==> config.mk <==
export PLATFORM = sky130hd
export DESIGN_NAME = ascp_top
export DESIGN_NICKNAME = d
export VERILOG_FILES = /design/src/hw/ascp_fifo.v /design/src/hw/ascp_seq_mem.v /design/src/hw/ascp_top.v
export VERILOG_INCLUDE_DIRS = /design/src /design/src/hw
export SDC_FILE = /design/constraint.sdc
export NUM_CORES = 1
export LEC_CHECK = 0
export BUFFER_PORTS_ARGS = -buffer_cell sky130_fd_sc_hd__buf_4
export CELL_PAD_IN_SITES_DETAIL_PLACEMENT = 2
export CELL_PAD_IN_SITES_GLOBAL_PLACEMENT = 2
export CORE_ASPECT_RATIO = 1.2
export CORE_UTILIZATION = 39
export CTS_CLUSTER_SIZE = 30
export DETAILED_ROUTE_END_ITERATION = 10
export GPL_TIMING_DRIVEN = 0
export PLACE_DENSITY_LB_ADDON = 0.1
export SKIP_CTS_REPAIR_TIMING = 1
export SLEW_MARGIN = 0
export SYNTH_ARGS = -nofsm -noshare
export SYNTH_HDL_FRONTEND = slang
export SYNTH_HIERARCHICAL = 1
export SYNTH_SLANG_ARGS = --single-unit
export TNS_END_PERCENT = 50
==> constraint.sdc <==
create_clock -name i_mclk -period 3.55 [get_ports i_mclk]
set_input_delay 0.5325 -clock i_mclk [delete_from_list [all_inputs] [get_ports i_mclk]]
set_output_delay 0.5325 -clock i_mclk [all_outputs]
set_load 0.03 [all_outputs]
==> src/hw/ascp_defines.vh <==
`ifndef ASCP_DEFINES_VH
`define ASCP_DEFINES_VH

// control word layout: header, channel, range code
`define ASCP_WORD_W        8
`define ASCP_HDR_MSB       7
`define ASCP_HDR_LSB       6
`define ASCP_HDR_CODE      2'h2
`define ASCP_CH_MSB        5
`define ASCP_CH_LSB        3
`define ASCP_RNG_MSB       2
`define ASCP_RNG_LSB       0

// stored configuration: {channel, range}
`define ASCP_CFG_W         6
`define ASCP_CFG_CH_MSB    5
`define ASCP_CFG_CH_LSB    3
`define ASCP_CFG_RNG_MSB   2
`define ASCP_CFG_RNG_LSB   0
`define ASCP_CFG_RESET     6'h07

// range code bits
`define ASCP_RNG_BIPOLAR   1
`define ASCP_RNG_FULL      0
`define ASCP_RNG_WIDE      2

// result frame: result, channel, range, pad
`define ASCP_RES_W         16
`define ASCP_OUT_W         24
`define ASCP_OUT_MSB       23
`define ASCP_OUT_PAD       2'h0

// counters and depths
`define ASCP_BITCNT_W      3
`define ASCP_BITCNT_LAST   3'h7
`define ASCP_SEQ_DEPTH     8
`define ASCP_SEQ_AW        3
`define ASCP_LEN_W         4
`define ASCP_FIFO_DEPTH    8
`define ASCP_FIFO_AW       3

`endif

==> src/hw/ascp_fifo.v <==
`timescale 1ns/1ps
`include "ascp_defines.vh"

module ascp_fifo #(
    parameter WIDTH = 7,
    parameter DEPTH = `ASCP_FIFO_DEPTH,
    parameter AW    = `ASCP_FIFO_AW
) (
    // clock and reset
    input  wire             i_mclk,
    input  wire             i_sys_rst,
    input  wire             i_clk_en,
    // filling side
    input  wire             i_in_valid,
    output wire             o_in_ready,
    input  wire [WIDTH-1:0] i_in_data,
    // draining side
    output wire             o_out_valid,
    input  wire             i_out_ready,
    output wire [WIDTH-1:0] o_out_data
);

    reg  [WIDTH-1:0] mem [0:DEPTH-1];   // storage, no reset needed
    reg  [AW-1:0]    wr_ptr_reg;        // next write slot
    reg  [AW-1:0]    rd_ptr_reg;        // next read slot
    reg  [AW:0]      count_reg;         // words held
    wire             push;
    wire             pop;

    // flags from the count
    assign o_in_ready  = (count_reg != DEPTH[AW:0]);
    assign o_out_valid = (count_reg != {(AW+1){1'b0}});
    assign o_out_data  = mem[rd_ptr_reg];
    assign push        = i_in_valid & o_in_ready;
    assign pop         = o_out_valid & i_out_ready;

    // data array
    always @(posedge i_mclk) begin
        if (i_clk_en && push) begin
            mem[wr_ptr_reg] <= i_in_data;
        end
    end

    // pointers and count; push and pop may share a cycle
    always @(posedge i_mclk or posedge i_sys_rst) begin
        if (i_sys_rst) begin
            wr_ptr_reg <= {AW{1'b0}};
            rd_ptr_reg <= {AW{1'b0}};
            count_reg  <= {(AW+1){1'b0}};
        end else if (i_clk_en) begin
            if (push) begin
                wr_ptr_reg <= wr_ptr_reg + 1'b1;
            end
            if (pop) begin
                rd_ptr_reg <= rd_ptr_reg + 1'b1;
            end
            if (push && !pop) begin
                count_reg <= count_reg + 1'b1;
            end else if (pop && !push) begin
                count_reg <= count_reg - 1'b1;
            end
        end
    end

endmodule // ascp_fifo

==> src/hw/ascp_seq_mem.v <==
`timescale 1ns/1ps
`include "ascp_defines.vh"

module ascp_seq_mem #(
    parameter WIDTH = `ASCP_CFG_W,
    parameter DEPTH = `ASCP_SEQ_DEPTH,
    parameter AW    = `ASCP_SEQ_AW
) (
    // clock and reset
    input  wire             i_mclk,
    input  wire             i_sys_rst,
    input  wire             i_clk_en,
    // write port
    input  wire             i_we,
    input  wire [AW-1:0]    i_waddr,
    input  wire [WIDTH-1:0] i_wdata,
    // registered read port
    input  wire [AW-1:0]    i_raddr,
    output reg  [WIDTH-1:0] o_rdata
);

    reg [WIDTH-1:0] mem [0:DEPTH-1];    // sequence entries

    // write port
    always @(posedge i_mclk) begin
        if (i_clk_en && i_we) begin
            mem[i_waddr] <= i_wdata;
        end
    end

    // registered read, one cycle late
    always @(posedge i_mclk or posedge i_sys_rst) begin
        if (i_sys_rst) begin
            o_rdata <= {WIDTH{1'b0}};
        end else if (i_clk_en) begin
            o_rdata <= mem[i_raddr];
        end
    end

endmodule // ascp_seq_mem

==> src/hw/ascp_top.v <==
`timescale 1ns/1ps
`include "ascp_defines.vh"

// Behaviour
// (RULE_01) single-ended: sample input, advance output on rise
// (RULE_02) single-ended host captures output on rising edges
// (RULE_03) single-ended clock may idle high or low
// (RULE_04) echo clock toggles per rise, half rate
// (RULE_05) echo clock forced low when busy falls
// (RULE_06) host uses both echo edges or ignores it
// (RULE_07) shift out latest result with its configuration
// (RULE_08) all-zero input keeps the programmed sequence
// (RULE_09) outputs enabled only while select is low
// (RULE_10) clock edges ignored while select is high
// (RULE_11) unused mode's pins kept high impedance
// (RULE_12) differential: sample input on both edges
// (RULE_13) differential: advance output on both edges
// (RULE_14) differential clock idles low, also around select
// (RULE_15) differential: forward clock copy aligned with data
// (RULE_16) termination enabled only while select is low
// (RULE_17) control word: header 10, channel, range
// (RULE_18) bipolar codes two's complement, others straight
// (RULE_19) odd code full span, wide codes double
// (RULE_20) header 7:6, channel 5:3, range 2:0, MSB first
// (RULE_21) channel field picks one of eight
// (RULE_22) conversion start edge ignores select and bus
// (RULE_23) busy high from start until conversion done
// (RULE_24) mode pin high selects differential mode
module ascp_top (
    // clock, reset, enable
    input  wire                   i_mclk,
    input  wire                   i_sys_rst,
    input  wire                   i_clk_en,
    // pins from the host
    input  wire                   i_mode_diff,
    input  wire                   i_cs_n,
    input  wire                   i_shift_clock_in,
    input  wire                   i_serial_control_in,
    input  wire                   i_diff_shift_clock_in,
    input  wire                   i_diff_serial_control_in,
    input  wire                   i_conversion_start,
    // single-ended outputs, enables low while driving
    output reg                    o_serial_result_out,
    output reg                    o_serial_result_oe_n,
    output reg                    o_echoed_shift_clock_out,
    output reg                    o_echoed_shift_clock_oe_n,
    // differential outputs, enables low while driving
    output reg                    o_diff_serial_result_out,
    output reg                    o_diff_serial_result_oe_n,
    output reg                    o_diff_shift_clock_out,
    output reg                    o_diff_shift_clock_oe_n,
    // input pad controls
    output reg                    o_se_input_en,
    output reg                    o_diff_term_en,
    // link to the conversion core
    input  wire                   i_core_done,
    input  wire [`ASCP_RES_W-1:0] i_core_result,
    output reg                    o_core_start,
    output reg  [2:0]             o_core_channel,
    output reg  [2:0]             o_core_range,
    output reg                    o_core_span_wide,
    output reg                    o_core_span_full,
    output reg                    o_busy,
    // control word queue status
    output reg                    o_word_ready
);

    localparam ST_IDLE = 2'b01;          // waiting for a start edge
    localparam ST_CONV = 2'b10;          // conversion under way

    // synchronisers: stage 1 is read only by stage 2
    reg        mode_s1_reg, mode_s2_reg;
    reg        cs_s1_reg, cs_s2_reg, cs_s3_reg;
    reg        ck_s1_reg, ck_s2_reg, ck_s3_reg;
    reg        dat_s1_reg, dat_s2_reg;
    reg        cnv_s1_reg, cnv_s2_reg, cnv_s3_reg;

    // shift engine
    reg  [`ASCP_WORD_W-1:0]   in_sh_reg;     // incoming bits
    reg  [`ASCP_BITCNT_W-1:0] bit_cnt_reg;   // bit within a word
    reg  [`ASCP_OUT_W-1:0]    out_sh_reg;    // outgoing frame
    reg  [`ASCP_OUT_W-1:0]    out_word_reg;  // latest result frame
    reg                       first_reg;     // next word opens a sequence

    // sequencer
    reg  [1:0]                state_reg;
    reg  [`ASCP_SEQ_AW-1:0]   wr_ptr_reg;
    reg  [`ASCP_SEQ_AW-1:0]   rd_ptr_reg;
    reg  [`ASCP_LEN_W-1:0]    len_reg;
    reg  [`ASCP_CFG_W-1:0]    conv_cfg_reg;  // config of running conversion

    // combinational
    wire                      raw_ck;
    wire                      raw_dat;
    wire                      sel;
    wire                      ck_rise;
    wire                      ck_fall;
    wire                      act_edge;
    wire [`ASCP_WORD_W-1:0]   word_now;
    wire                      word_done;
    wire                      word_push;
    wire                      fifo_in_ready;
    wire                      fifo_out_valid;
    wire                      fifo_out_ready;
    wire [`ASCP_CFG_W:0]      fifo_out_data;
    wire                      seq_we;
    wire [`ASCP_SEQ_AW-1:0]   seq_waddr;
    wire [`ASCP_CFG_W-1:0]    seq_rdata;
    wire [`ASCP_CFG_W-1:0]    next_cfg;
    wire                      cnv_rise;
    wire [`ASCP_RES_W-1:0]    fmt_result;
    wire                      dout_next;

    // strapped mode picks the pins
    assign raw_ck  = mode_s2_reg ? i_diff_shift_clock_in
                                 : i_shift_clock_in;    // RULE_24
    assign raw_dat = mode_s2_reg ? i_diff_serial_control_in
                                 : i_serial_control_in;

    // edges right at select changes are lost
    assign sel      = ~cs_s2_reg & ~cs_s3_reg;           // RULE_10
    assign ck_rise  = ck_s2_reg & ~ck_s3_reg;
    assign ck_fall  = ~ck_s2_reg & ck_s3_reg;
    // diff: both edges; single-ended: rise
    assign act_edge = sel & (ck_rise |
                             (mode_s2_reg & ck_fall));   // RULE_01 RULE_12

    // MSB first, done on the eighth bit
    assign word_now  = {in_sh_reg[`ASCP_WORD_W-2:0], dat_s2_reg}; // RULE_20
    assign word_done = act_edge & (bit_cnt_reg == `ASCP_BITCNT_LAST);
    // only headed words are queued
    assign word_push = word_done &
        (word_now[`ASCP_HDR_MSB:`ASCP_HDR_LSB] == `ASCP_HDR_CODE); // RULE_17 RULE_08

    // drain only while idle, so the sequence holds mid-conversion
    assign fifo_out_ready = (state_reg == ST_IDLE);
    assign seq_we         = fifo_out_valid & fifo_out_ready;
    assign seq_waddr      = fifo_out_data[`ASCP_CFG_W] ?
                            {`ASCP_SEQ_AW{1'b0}} : wr_ptr_reg;

    // empty sequence: reset config
    assign next_cfg = (len_reg == {`ASCP_LEN_W{1'b0}}) ?
                      `ASCP_CFG_RESET : seq_rdata;       // RULE_08

    assign cnv_rise = cnv_s2_reg & ~cnv_s3_reg;          // RULE_22

    // data leaves with the edge that shifts it, like the echo clocks
    assign dout_next = act_edge ? out_sh_reg[`ASCP_OUT_MSB-1]
                                : out_sh_reg[`ASCP_OUT_MSB]; // RULE_04

    // bipolar codes: flip MSB of the core's offset code
    assign fmt_result = {i_core_result[`ASCP_RES_W-1] ^
                         conv_cfg_reg[`ASCP_RNG_BIPOLAR],
                         i_core_result[`ASCP_RES_W-2:0]}; // RULE_18

    // incoming control words
    ascp_fifo #(
        .WIDTH (`ASCP_CFG_W + 1),
        .DEPTH (`ASCP_FIFO_DEPTH),
        .AW    (`ASCP_FIFO_AW)
    ) u_fifo (
        .i_mclk      (i_mclk),
        .i_sys_rst   (i_sys_rst),
        .i_clk_en    (i_clk_en),
        .i_in_valid  (word_push),
        .o_in_ready  (fifo_in_ready),
        .i_in_data   ({first_reg,
                       word_now[`ASCP_CH_MSB:`ASCP_RNG_LSB]}),
        .o_out_valid (fifo_out_valid),
        .i_out_ready (fifo_out_ready),
        .o_out_data  (fifo_out_data)
    );

    // programmed channel sequence
    ascp_seq_mem #(
        .WIDTH (`ASCP_CFG_W),
        .DEPTH (`ASCP_SEQ_DEPTH),
        .AW    (`ASCP_SEQ_AW)
    ) u_seq (
        .i_mclk    (i_mclk),
        .i_sys_rst (i_sys_rst),
        .i_clk_en  (i_clk_en),
        .i_we      (seq_we),
        .i_waddr   (seq_waddr),
        .i_wdata   (fifo_out_data[`ASCP_CFG_W-1:0]),
        .i_raddr   (rd_ptr_reg),
        .o_rdata   (seq_rdata)
    );

    // two-flop synchronisers for every pin
    always @(posedge i_mclk or posedge i_sys_rst) begin
        if (i_sys_rst) begin
            mode_s1_reg <= 1'b0;
            mode_s2_reg <= 1'b0;
            cs_s1_reg   <= 1'b1;
            cs_s2_reg   <= 1'b1;
            cs_s3_reg   <= 1'b1;
            ck_s1_reg   <= 1'b0;
            ck_s2_reg   <= 1'b0;
            ck_s3_reg   <= 1'b0;
            dat_s1_reg  <= 1'b0;
            dat_s2_reg  <= 1'b0;
            cnv_s1_reg  <= 1'b0;
            cnv_s2_reg  <= 1'b0;
            cnv_s3_reg  <= 1'b0;
        end else if (i_clk_en) begin
            mode_s1_reg <= i_mode_diff;
            mode_s2_reg <= mode_s1_reg;
            cs_s1_reg   <= i_cs_n;
            cs_s2_reg   <= cs_s1_reg;
            cs_s3_reg   <= cs_s2_reg;
            ck_s1_reg   <= raw_ck;
            ck_s2_reg   <= ck_s1_reg;
            ck_s3_reg   <= ck_s2_reg;
            dat_s1_reg  <= raw_dat;
            dat_s2_reg  <= dat_s1_reg;
            cnv_s1_reg  <= i_conversion_start;
            cnv_s2_reg  <= cnv_s1_reg;
            cnv_s3_reg  <= cnv_s2_reg;
        end
    end

    // shift engine and serial pins
    always @(posedge i_mclk or posedge i_sys_rst) begin
        if (i_sys_rst) begin
            in_sh_reg                 <= {`ASCP_WORD_W{1'b0}};
            bit_cnt_reg               <= {`ASCP_BITCNT_W{1'b0}};
            out_sh_reg                <= {`ASCP_OUT_W{1'b0}};
            first_reg                 <= 1'b0;
            o_serial_result_out       <= 1'b0;
            o_diff_serial_result_out  <= 1'b0;
            o_echoed_shift_clock_out  <= 1'b0;
            o_diff_shift_clock_out    <= 1'b0;
            o_serial_result_oe_n      <= 1'b1;
            o_echoed_shift_clock_oe_n <= 1'b1;
            o_diff_serial_result_oe_n <= 1'b1;
            o_diff_shift_clock_oe_n   <= 1'b1;
            o_se_input_en             <= 1'b0;
            o_diff_term_en            <= 1'b0;
            o_word_ready              <= 1'b0;
        end else if (i_clk_en) begin
            if (cs_s2_reg) begin
                // idle: reload latest frame
                bit_cnt_reg <= {`ASCP_BITCNT_W{1'b0}};
                out_sh_reg  <= out_word_reg;             // RULE_07
                first_reg   <= 1'b1;
            end else if (act_edge) begin
                // one bit in, next bit out
                in_sh_reg   <= word_now;
                bit_cnt_reg <= bit_cnt_reg + 1'b1;
                out_sh_reg  <= {out_sh_reg[`ASCP_OUT_MSB-1:0],
                                1'b0};                   // RULE_01 RULE_13
                if (word_push && fifo_in_ready) begin
                    first_reg <= 1'b0;
                end
            end
            o_serial_result_out      <= dout_next;
            o_diff_serial_result_out <= dout_next;
            // echo clock: toggles on rises, cleared as busy falls
            if (state_reg == ST_CONV && i_core_done) begin
                o_echoed_shift_clock_out <= 1'b0;        // RULE_05
            end else if (sel && ck_rise) begin
                o_echoed_shift_clock_out <=
                    ~o_echoed_shift_clock_out;           // RULE_04
            end
            // forwarded copy shares the data's register stage
            o_diff_shift_clock_out <= ck_s2_reg & sel;   // RULE_15
            // pin enables, low while driving
            o_serial_result_oe_n      <= cs_s2_reg | mode_s2_reg; // RULE_09
            o_echoed_shift_clock_oe_n <= cs_s2_reg | mode_s2_reg;
            o_diff_serial_result_oe_n <= cs_s2_reg | ~mode_s2_reg; // RULE_11
            o_diff_shift_clock_oe_n   <= cs_s2_reg | ~mode_s2_reg;
            o_se_input_en             <= ~mode_s2_reg;   // RULE_11
            o_diff_term_en            <= ~cs_s2_reg & mode_s2_reg; // RULE_16
            o_word_ready              <= fifo_in_ready;
        end
    end

    // sequence table bookkeeping
    always @(posedge i_mclk or posedge i_sys_rst) begin
        if (i_sys_rst) begin
            wr_ptr_reg <= {`ASCP_SEQ_AW{1'b0}};
            rd_ptr_reg <= {`ASCP_SEQ_AW{1'b0}};
            len_reg    <= {`ASCP_LEN_W{1'b0}};
        end else if (i_clk_en) begin
            if (seq_we && fifo_out_data[`ASCP_CFG_W]) begin
                // first word of a frame restarts the sequence
                wr_ptr_reg <= {{(`ASCP_SEQ_AW-1){1'b0}}, 1'b1};
                rd_ptr_reg <= {`ASCP_SEQ_AW{1'b0}};
                len_reg    <= {{(`ASCP_LEN_W-1){1'b0}}, 1'b1};
            end else if (seq_we) begin
                // later words extend it; a ninth wraps and overwrites
                wr_ptr_reg <= wr_ptr_reg + 1'b1;
                if (len_reg != `ASCP_SEQ_DEPTH) begin
                    len_reg <= len_reg + 1'b1;
                end
            end else if (state_reg == ST_IDLE && cnv_rise) begin
                // step through the programmed sequence
                if ({1'b0, rd_ptr_reg} + 1'b1 >= len_reg) begin
                    rd_ptr_reg <= {`ASCP_SEQ_AW{1'b0}};  // RULE_08
                end else begin
                    rd_ptr_reg <= rd_ptr_reg + 1'b1;
                end
            end
        end
    end

    // conversion control
    always @(posedge i_mclk or posedge i_sys_rst) begin
        if (i_sys_rst) begin
            state_reg        <= ST_IDLE;
            conv_cfg_reg     <= `ASCP_CFG_RESET;
            out_word_reg     <= {`ASCP_OUT_W{1'b0}};
            o_core_start     <= 1'b0;
            o_busy           <= 1'b0;
            o_core_channel   <= 3'h0;
            o_core_range     <= 3'h0;
            o_core_span_wide <= 1'b0;
            o_core_span_full <= 1'b0;
        end else if (i_clk_en) begin
            o_core_start <= 1'b0;
            case (state_reg)
                ST_IDLE: begin
                    // select and bus state play no part here
                    if (cnv_rise) begin                  // RULE_22
                        state_reg        <= ST_CONV;
                        o_busy           <= 1'b1;        // RULE_23
                        o_core_start     <= 1'b1;
                        conv_cfg_reg     <= next_cfg;
                        o_core_channel   <= next_cfg[`ASCP_CFG_CH_MSB:
                                                     `ASCP_CFG_CH_LSB]; // RULE_21
                        o_core_range     <= next_cfg[`ASCP_CFG_RNG_MSB:
                                                     `ASCP_CFG_RNG_LSB];
                        o_core_span_wide <= next_cfg[`ASCP_RNG_WIDE];  // RULE_19
                        o_core_span_full <= next_cfg[`ASCP_RNG_FULL];  // RULE_19
                    end
                end
                ST_CONV: begin
                    // result frame: code, channel, range, pad
                    if (i_core_done) begin
                        state_reg    <= ST_IDLE;
                        o_busy       <= 1'b0;            // RULE_23
                        out_word_reg <= {fmt_result, conv_cfg_reg,
                                         `ASCP_OUT_PAD}; // RULE_07
                    end
                end
                default: begin
                    state_reg <= ST_IDLE;
                    o_busy    <= 1'b0;
                end
            endcase
        end
    end

endmodule // ascp_top

==> impl_metrics.json, run 1 <==
{
  "synthFlopType": "dfrtp_1",
  "crit_family": "simple AND/OR/NAND/NOR gates",
  "diodes": 0,
  "largest_register_ffs": 56,
  "cts.sinks": 218,
  "top_layer": "met4",
  "overflow": 0,
  "clk_path_buf_depth": 3,
  "drt_iter0_drc": 169,
  "layout.cells.non_filler": 1032,
  "vias_per_cell": 5.17,
  "yosysSeqAreaShare": 0.635,
  "reg2reg_slack_ns": 0.22,
  "ys_warn_count": 6,
  "peakVddDrop_uv": 327,
  "layout.nets": 737,
  "die_h_um": 172,
  "cp_data_arrival_time_ns": 3.72,
  "cts_max_level": 1,
  "met2_length_um": 11400,
  "area_delta_synth_final_pct": 17.1,
  "final_util": 0.464,
  "wl_per_cell_um": 20.8,
  "crit_path_frequent_cell": "ha_1",
  "synth_top_area_cell": "edfxtp_1",
  "wl_met3_um": 485,
  "status": "completed",
  "grt_max_degree": 53,
  "io_buffer_count": 47,
  "maxCapViolCount": 0,
  "syn-num-nets": 660,
  "hold_viol_final": 0,
  "fin_crit_ns": 3.33,
  "finalSetupTns_ns": 0,
  "crit_chain": "or4_1 -> nand2_1 -> ha_1 -> inv_1 -> ha_1 -> or4b_2 -> o221ai_1 -> o211ai_1",
  "drive_above_1_share": 0.369,
  "cts_tree": "done",
  "holdWs_ns": 0.242,
  "reg.largest.list": "u_fifo/mem x56, u_seq/mem x48",
  "fp.dieW_um": 144,
  "gp_congestion": 0.763,
  "final_common_cell": "dfrtp_1",
  "drc": 0,
  "slew_headroom": 0.272,
  "avgSynthCellArea_um2": 15.3,
  "placeableCoreArea_um2": 23800,
  "reg2reg_to": "u_fifo/count_reg[3]",
  "hpwl_um": 15200,
  "num_rows": 62,
  "async_flop_share": 0.523,
  "hold_path_end": "out_word_reg[11]",
  "synth_area_um2": 9430,
  "worstMarginPinSlew_ns": 1.08,
  "cts_root_buf": "clkbuf_16",
  "synth_edf_count": 104,
  "fmax_ghz": 0.301,
  "skew_ns": 0.0137,
  "r2r-start": "u_fifo/count_reg[0]",
  "critPathMaxFanout": 9,
  "maxSlewViolCount": 0,
  "antenna_left": 0,
  "met1_length_um": 9130,
  "holdPathStages": 2,
  "clk_latency_ns": 0.53,
  "leakage_nw": 4.43,
  "synth-seq-cells": 218,
  "synth_cells": 617,
  "min_period_over_period": 0.937,
  "hp-class": "primary input to register",
  "min_from": "i_core_result[3]",
  "rsz0062_at_grt": "no",
  "initial_core_util": 0.396,
  "dieArea_um2": 24800,
  "power.density_nw_per_um2": 807,
  "cpPeakStageDelay_ns": 0.78,
  "grt_usage": 0.184,
  "antenna_found_initial": 0,
  "crit_path_top_delay_cell": "or4_1",
  "placedCellCount": 985,
  "setup_viol_count_final": 0,
  "start_kind": "register",
  "routed_wl_um": 21500,
  "rr_worst_depth": 8,
  "worstSetupPathType": "register to register",
  "end_kind": "register",
  "ys_top_cells_by_area": "edfxtp_1, dfrtp_1, mux2_2",
  "synth_cell_types": 66,
  "critPathBufInv": 1,
  "worstPathRequired_ns": 3.95,
  "grt_pass1_vias": 5971,
  "ios": 48,
  "firstDrtPassIters": 4,
  "grt_pass1_wl_um": 34300,
  "cts_made_buffers": 24,
  "num_vias": 5336,
  "yosysTopAreaCellShare": 0.331,
  "final_cell_mix": "dfrtp_1, edfxtp_1, mux2_2",
  "clk_pin_slew_ns": 0.06,
  "regMostFlops": "u_fifo/mem"
}
-- cell usage after synthesis (4+ instances only) --
master      n
nand2_1    27
o22ai_1     6
clkbuf_1    4
ha_1       15
nand2b_1    8
nor3_1      4
o21ai_0    19
a21oi_1    11
buf_1       4
o211ai_1    4
a21o_1      4
mux4_2     14
dfstp_2     9
a22o_1      6
nor2_1     29
inv_1      17
dfrtp_1   105
o22a_1      6
nand4_1     4
mux2i_1    16
edfxtp_1  104
mux2_2     97
buf_4      12
nand3_1     7
buf_2       8
xnor2_1     8
nor2b_1     5
-- cell type report --
cell class,count,area (um2)
Fill cell,2288,12800
Sequential cell,218,5990
Multi-Input combinational cell,348,3170
Clock buffer,32,661
Timing Repair Buffer,51,405
Tap cell,320,400
Buffer,33,238
Clock inverter,12,121
Inverter,18,70.1
-- kinds of logic (layout without fill, tap and decap cells) --
logic type,Yosys count,count (layout),synth area share
flip-flops,218,218,0.635
AO/OA/AOI/OAI,77,77,0.0592
XOR/XNOR,10,10,0.00928
adder cells (fa/ha/maj),16,16,0.0220
AND/OR/NAND/NOR,115,115,0.0728
buffers and inverters,51,146,0.0320
multiplexers,130,130,0.170
-- stage by stage --
| step | setup WS, ns | area (um2) | total power (W) |
|---|---|---|---|
| after floorplan | 0.470 | 9430 | 0.00564 |
| after global placement | -0.898 | 10200 | 0.00630 |
| after detailed placement | -0.0455 | 10200 | 0.00653 |
| after CTS | -0.0499 | 11000 | 0.00905 |
| after global routing | 0.0213 | 11000 | 0.00944 |
| final | 0.223 | 11000 | 0.00892 |
-- where the power goes --
part | internal, W | leakage, nW | total (W) | switching, W
clock | 0.00146 | 0.387 | 0.00247 | 0.00101
combinational | 0.00122 | 1.67 | 0.00258 | 0.00136
sequential | 0.00340 | 2.37 | 0.00387 | 0.000468
-- layer usage --
metal / track usage / vias to the layer above
met1: 0.231 / 2793
met2: 0.327 / 48
met3: 0.0235 / 30
met5: 0 / -
met4: 0.0537 / 0
li1: - / 2465
-- worst max-delay path by stage --
stage                         startpoint  cells after the start                   to
CTS                 u_fifo/rd_ptr_reg[0]                      8      u_seq/mem[3][1]
global placement               i_sys_rst                      2      out_word_reg[9]
finish               u_fifo/count_reg[0]                      8  u_fifo/count_reg[3]
detailed placement  u_fifo/rd_ptr_reg[0]                      8      u_seq/mem[3][2]
global route        u_fifo/rd_ptr_reg[0]                      8      u_seq/mem[6][5]
floorplan                      i_sys_rst                      1       bit_cnt_reg[0]
(Power assumes the default switching activity.)
==> run 2: changes to the inputs <==
--- a/config.mk
+++ b/config.mk
@@ -15,7 +15,7 @@
 export DETAILED_ROUTE_END_ITERATION = 10
 export GPL_TIMING_DRIVEN = 0
 export PLACE_DENSITY_LB_ADDON = 0.1
-export SKIP_CTS_REPAIR_TIMING = 1
+export REMOVE_ABC_BUFFERS = 1
 export SLEW_MARGIN = 0
 export SYNTH_ARGS = -nofsm -noshare
 export SYNTH_HDL_FRONTEND = slang
==> run 2 against run 1 <==
Compared with the run above:
- worst hold slack better by 0.0084 ns
- total power grew 0.56%
- clock skew decreased by 0.0032 ns
- via count shrank 3.0%
- design area down 1.4%
- flip-flop and latch count unchanged
- clock power up 11%
- die area did not move
- critical path type unchanged
- largest power group unchanged
==> impl_metrics.json, run 2 (synthesized netlist as in run 1, its figures left out) <==
{
  "status": "completed",
  "power.switching_w": 0.00269,
  "grt_pass1_vias": 5872,
  "final_cell_mix": "edfxtp_1, dfrtp_1, mux2_2",
  "wl_per_cell_um": 19.3,
  "layout.nets": 704,
  "grt_pass1_wl_um": 32100,
  "maxCapViolCount": 0,
  "start_kind": "register",
  "die_h_um": 172,
  "nFillCells": 2272,
  "overflow": 0,
  "holdWs_ns": 0.251,
  "diodes": 0,
  "cts.sinks": 218,
  "fin_crit_ns": 3.28,
  "reg.largest.list": "u_fifo/mem x56, u_seq/mem x48",
  "leakage_nw": 4.32,
  "clock_power_share": 0.307,
  "slew_headroom": 0.104,
  "drt_iter0_drc": 124,
  "cts_max_level": 1,
  "gp_congestion": 0.729,
  "regMostFlops": "u_fifo/mem",
  "fp.dieW_um": 144,
  "dieArea_um2": 24800,
  "setup_viol_count_final": 0,
  "end_kind": "register",
  "worstPathRequired_ns": 3.93,
  "fmax_ghz": 0.305,
  "firstDrtPassIters": 4,
  "drc": 0,
  "grt_usage": 0.167,
  "reg2reg_slack_ns": 0.27,
  "num_rows": 62,
  "hold_viol_final": 0,
  "worstSetupPathType": "register to register",
  "final_common_cell": "edfxtp_1",
  "antenna_found_initial": 0,
  "rsz0062_at_grt": "no",
  "area_delta_synth_final_pct": 15.5,
  "sequentialPowerShare": 0.447,
  "skew_ns": 0.0105,
  "sw_frac_of_total": 0.300,
  "multiInputGateArea_um2": 3150,
  "clk_latency_ns": 0.51,
  "finalSetupTns_ns": 0,
  "hpwl_um": 13300,
  "combPwrFrac": 0.246,
  "hp-class": "primary input to register",
  "fin_ws_ns": 0.269,
  "critPathMaxFanout": 6,
  "dp_worst_setup_slack_ns": -0.0898,
  "regArea_um2": 5990,
  "cts_root_buf": "clkbuf_16",
  "maxSlewViolCount": 0,
  "power.density_nw_per_um2": 823,
  "routed_wl_um": 19300,
  "worstMarginPinSlew_ns": 1.34,
  "largest_register_ffs": 56,
  "clk_pin_slew_ns": 0.06,
  "vias_per_cell": 5.18,
  "cts_tree": "done",
  "antenna_left": 0,
  "io_buffer_count": 47,
  "p_total_w": 0.00897,
  "cp_data_arrival_time_ns": 3.66,
  "intPower_w": 0.00628,
  "drive_above_1_share": 0.348,
  "min_period_over_period": 0.924,
  "ios": 48,
  "peakVddDrop_uv": 398,
  "cts_made_buffers": 24,
  "num_vias": 5176,
  "placeableCoreArea_um2": 23800,
  "clk_path_buf_depth": 3,
  "grt_max_degree": 57,
  "initial_core_util": 0.396
}
## run 2: cell count changes in the layout (fill, tap and decap cells not counted), moves of 3 or more
cell,change
buf_1,-4
buf_2,-7
buf_4,-12
buf_6,-3
bufinv_16,+4
clkbuf_1,-3
clkinv_2,-3
clkinvlp_4,+3
nor2_1,+4
nor2_2,-4
## run 2: metal layers
metal | GRT usage | vias up | routed length, um
li1 | - | 2397 | -
met1 | 0.198 | 2701 | 7940
met2 | 0.315 | 53 | 10500
met3 | 0.0244 | 25 | 525
met4 | 0.0402 | 0 | 311
met5 | 0 | - | 0
## run 2: layout make-up
type	instances	share of cell area
clock buffer	32	0.0616
clock inverter	12	0.0199
inverter	18	0.00643
multi-input combinational	348	0.289
sequential	218	0.550
tap	320	0.0367
timing repair buffer	51	0.0365
## run 2: critical path, cell delays in order, from the launching register on
cell and delay [ns]:
dfrtp_1 0.44, nand3b_4 0.20, a211oi_4 0.38, and4b_2 0.32
and2_1 0.14, ha_2 0.23, inv_1 0.11, ha_1 0.36
or4b_2 0.66, o221ai_1 0.20, o211ai_1 0.11
## run 2: stage by stage
stage,utilization,instances,instance area (um2)
global route,0.458,999,10900
global placement,0.418,951,9950
CTS,0.457,997,10900
finish,0.458,999,10900
floorplan,-,584,9200
detailed placement,0.419,952,9980
## run 2: worst paths after layout
path | to | start | cells after the start
worst max-delay path | u_fifo/count_reg[3] | ck_s2_reg | 10
worst min register to register | o_diff_shift_clock_out | o_diff_shift_clock_out | 1
max in group asynchronous | o_diff_shift_clock_oe_n | i_sys_rst | 4
min in group asynchronous | u_seq/o_rdata[2] | i_sys_rst | 3
worst min-delay path | out_word_reg[21] | i_core_result[13] | 2
worst max register to register | u_fifo/count_reg[3] | ck_s2_reg | 10
## run 2: what timing repair did
action	in CTS	in global routing
hold buffers	1	0
setup buffers	0	2
endpoints found under the setup margin	13	1
gates resized for setup	3	2
hold endpoints to repair	6	0
pin swaps	1	2
## run 2: power groups by stage
stage | sequential, W | clock, W | combinational (W)
finish | 0.00401 | 0.00275 | 0.00221
global placement | 0.00402 | 0 | 0.00211
detailed placement | 0.00408 | 0 | 0.00224
CTS | 0.00404 | 0.00283 | 0.00226
floorplan | 0.00399 | 0 | 0.00151
global route | 0.00412 | 0.00291 | 0.00247
==> run 3: changes to the inputs <==
--- a/config.mk
+++ b/config.mk
@@ -6,6 +6,7 @@
 export SDC_FILE = /design/constraint.sdc
 export NUM_CORES = 1
 export LEC_CHECK = 0
+export ABC_AREA = 1
 export BUFFER_PORTS_ARGS = -buffer_cell sky130_fd_sc_hd__buf_4
 export CELL_PAD_IN_SITES_DETAIL_PLACEMENT = 2
 export CELL_PAD_IN_SITES_GLOBAL_PLACEMENT = 2
==> run 3 against run 2 <==
Compared with the run above:
- design area rose by 1.2%
- worst setup slack better by 0.11 ns
- highest routed layer unchanged
- maximum frequency rose by 3.4%
- largest power group unchanged
- cell count increased by 41%
- total power down 3.7%
==> impl_metrics.json, run 3 <==
{
  "status": "completed",
  "peakVddDrop_uv": 402,
  "overflow": 0,
  "clk_path_buf_depth": 3,
  "grt_pass1_wl_um": 41100,
  "avgSynthCellArea_um2": 9.47,
  "synth-seq-cells": 218,
  "min_period_over_period": 0.894,
  "largest_register_ffs": 56,
  "cts_root_buf": "clkbuf_16",
  "synth_top_area_cell": "edfxtp_1",
  "synth_edf_count": 104,
  "hold_path_end": "out_word_reg[14]",
  "sw_frac_of_total": 0.359,
  "placeableCoreArea_um2": 24700,
  "drc": 0,
  "reg2reg_to": "u_seq/mem[3][2]",
  "synthFlopType": "dfrtp_1",
  "reg.largest.list": "u_fifo/mem x56, u_seq/mem x48",
  "yosysSeqAreaShare": 0.613,
  "combPwrFrac": 0.266,
  "fin_crit_ns": 3.17,
  "maxSlewViolCount": 0,
  "firstDrtPassIters": 6,
  "fp.dieW_um": 147,
  "wl_per_cell_um": 17.5,
  "layout.cells.non_filler": 1406,
  "start_kind": "register",
  "ios": 48,
  "clk_latency_ns": 0.52,
  "yosysTopAreaCellShare": 0.320,
  "drt_iter0_drc": 200,
  "worstSetupPathType": "register to register",
  "num_rows": 63,
  "critPathMaxFanout": 32,
  "num_vias": 7037,
  "routed_wl_um": 24600,
  "end_kind": "register",
  "antenna_found_initial": 0,
  "post-synth-top-count-cell": "nand2_1",
  "r2r-start": "u_fifo/rd_ptr_reg[0]",
  "sequentialPowerShare": 0.451,
  "die_h_um": 175,
  "regMostFlops": "u_fifo/mem",
  "final_cell_mix": "nand2_1, inv_1, dfrtp_1, edfxtp_1, o21ai_0",
  "cts_made_buffers": 25,
  "intPower_w": 0.00554,
  "cp_data_arrival_time_ns": 3.33,
  "holdPathStages": 3,
  "synth_area_um2": 9770,
  "worstPathRequired_ns": 3.70,
  "hold_viol_final": 0,
  "vias_per_cell": 5.00,
  "leakage_nw": 4.97,
  "hp-class": "primary input to register",
  "ys_warn_count": 6,
  "final_common_cell": "nand2_1",
  "synth_cell_types": 38,
  "reg2reg_slack_ns": 0.38,
  "layout.nets": 1105,
  "final_util": 0.447,
  "cts_max_level": 1,
  "rr_worst_depth": 10,
  "grt_usage": 0.200,
  "area_delta_synth_final_pct": 12.8,
  "placedCellCount": 1358,
  "power.switching_w": 0.00310,
  "grt_max_degree": 51,
  "drive_above_1_share": 0.116,
  "hpwl_um": 16400,
  "diodes": 0,
  "clock_power_share": 0.283,
  "setup_viol_count_final": 0,
  "worstMarginPinSlew_ns": 1.26,
  "async_flop_share": 0.523,
  "skew_ns": 0.0121,
  "rsz0062_at_grt": "no",
  "cts_tree": "done",
  "synth_cells": 1032,
  "maxCapViolCount": 0,
  "min_from": "i_core_result[6]",
  "initial_core_util": 0.396,
  "synthTopCellsByCount": "nand2_1, inv_1, dfrtp_1",
  "antenna_left": 0,
  "power.density_nw_per_um2": 784,
  "ys_top_cells_by_area": "edfxtp_1, dfrtp_1, nand2_1",
  "gp_congestion": 0.727,
  "io_buffer_count": 47,
  "cts.sinks": 218,
  "dieArea_um2": 25700,
  "grt_pass1_vias": 7956,
  "clk_pin_slew_ns": 0.06,
  "slew_headroom": 0.161,
  "fmax_ghz": 0.315
}
run 3: cell types whose count changed after synthesis, sizes merged, moves of 7 or more:
cell,previous run,this run
nand2,29,367
inv,18,118
mux2,100,0
o21ai,20,115
nand3,7,67
nor2,29,47
mux2i,16,0
mux4,14,0
nand2b,9,0
buf,29,37
a21oi,12,5
run 3: power by group through the flow:
stage | clock network [W] | registers, W | logic (W)
CTS | 0.00253 | 0.00391 | 0.00237
finish | 0.00244 | 0.00389 | 0.00230
detailed placement | 0 | 0.00395 | 0.00233
global route | 0.00262 | 0.00398 | 0.00267
floorplan | 0 | 0.00389 | 0.00145
global placement | 0 | 0.00391 | 0.00219
run 3: stage by stage:
step	power [W]	cell area [um2]	TNS (ns)	hold slack, ns	setup slack [ns]
floorplan	0.00534	9440	0	0.323	0.470
global placement	0.00610	10200	-117.36	0.456	-1.18
detailed placement	0.00628	10200	-19.55	0.459	-0.527
CTS	0.00881	11000	0	0.189	0.0782
global route	0.00927	11000	0	0.199	0.0905
finish	0.00864	11000	0	0.207	0.376
run 3: timing repair:
action,in CTS,in global routing
hold buffers,1,0
buffers inserted,0,0
resized for setup,2,1
cloned,1,0
endpoints found under the setup margin,52,24
endpoints found under the hold margin,6,0
run 3: area by class of cell:
type,count,area (um2)
fillers,2680,13600
clock buffers,40,742
well taps,325,407
inverters,120,463
multi-input cells,647,2990
clock inverters,6,36.3
repair inverters,1,5.00
repair buffers,49,390
flip-flops and latches,218,5990
run 3: routing by layer:
metal  track usage  routed length [um]  up-vias
li1              -                   -     3360
met1         0.238               10300     3571
met2         0.383               13300       75
met3        0.0234                 663       31
met4        0.0469                 433        0
met5             0                   0        -
run 3: kinds of logic after synthesis:
group,count (synthesis),synth area share
AOI/OAI and AO/OA,123,0.0654
adders and majority gates,16,0.0212
and+or+nand+nor,501,0.213
buffers and inverters,167,0.0814
DFF,218,0.613
xor gates and xnor gates,7,0.00627
run 3: worst max-delay path by stage:
stage	startpoint	end	slack (ns)	depth (start not counted)
after detailed placement	u_fifo/rd_ptr_reg[0]	u_seq/mem[3][2]	-0.53	10
after global routing	u_fifo/rd_ptr_reg[0]	u_seq/mem[1][2]	0.09	10
final	u_fifo/rd_ptr_reg[0]	u_seq/mem[3][2]	0.38	10
after global placement	i_sys_rst	in_sh_reg[1]	-1.18	2
after CTS	u_fifo/rd_ptr_reg[0]	u_seq/mem[3][1]	0.08	10
after floorplan	i_sys_rst	bit_cnt_reg[0]	0.47	1
run 3: worst max-delay path, cell delays in order, from the launching register on:
cell and delay, ns:
dfrtp_4 0.65, clkinvlp_4 0.43, nand2_1 0.17, nand2_1 0.08, nand2_1 0.06, o21ai_0 0.11
nand2_1 0.08, nand2_1 0.19, nor2_1 0.23, nand3_1 0.19, nor2_1 0.61
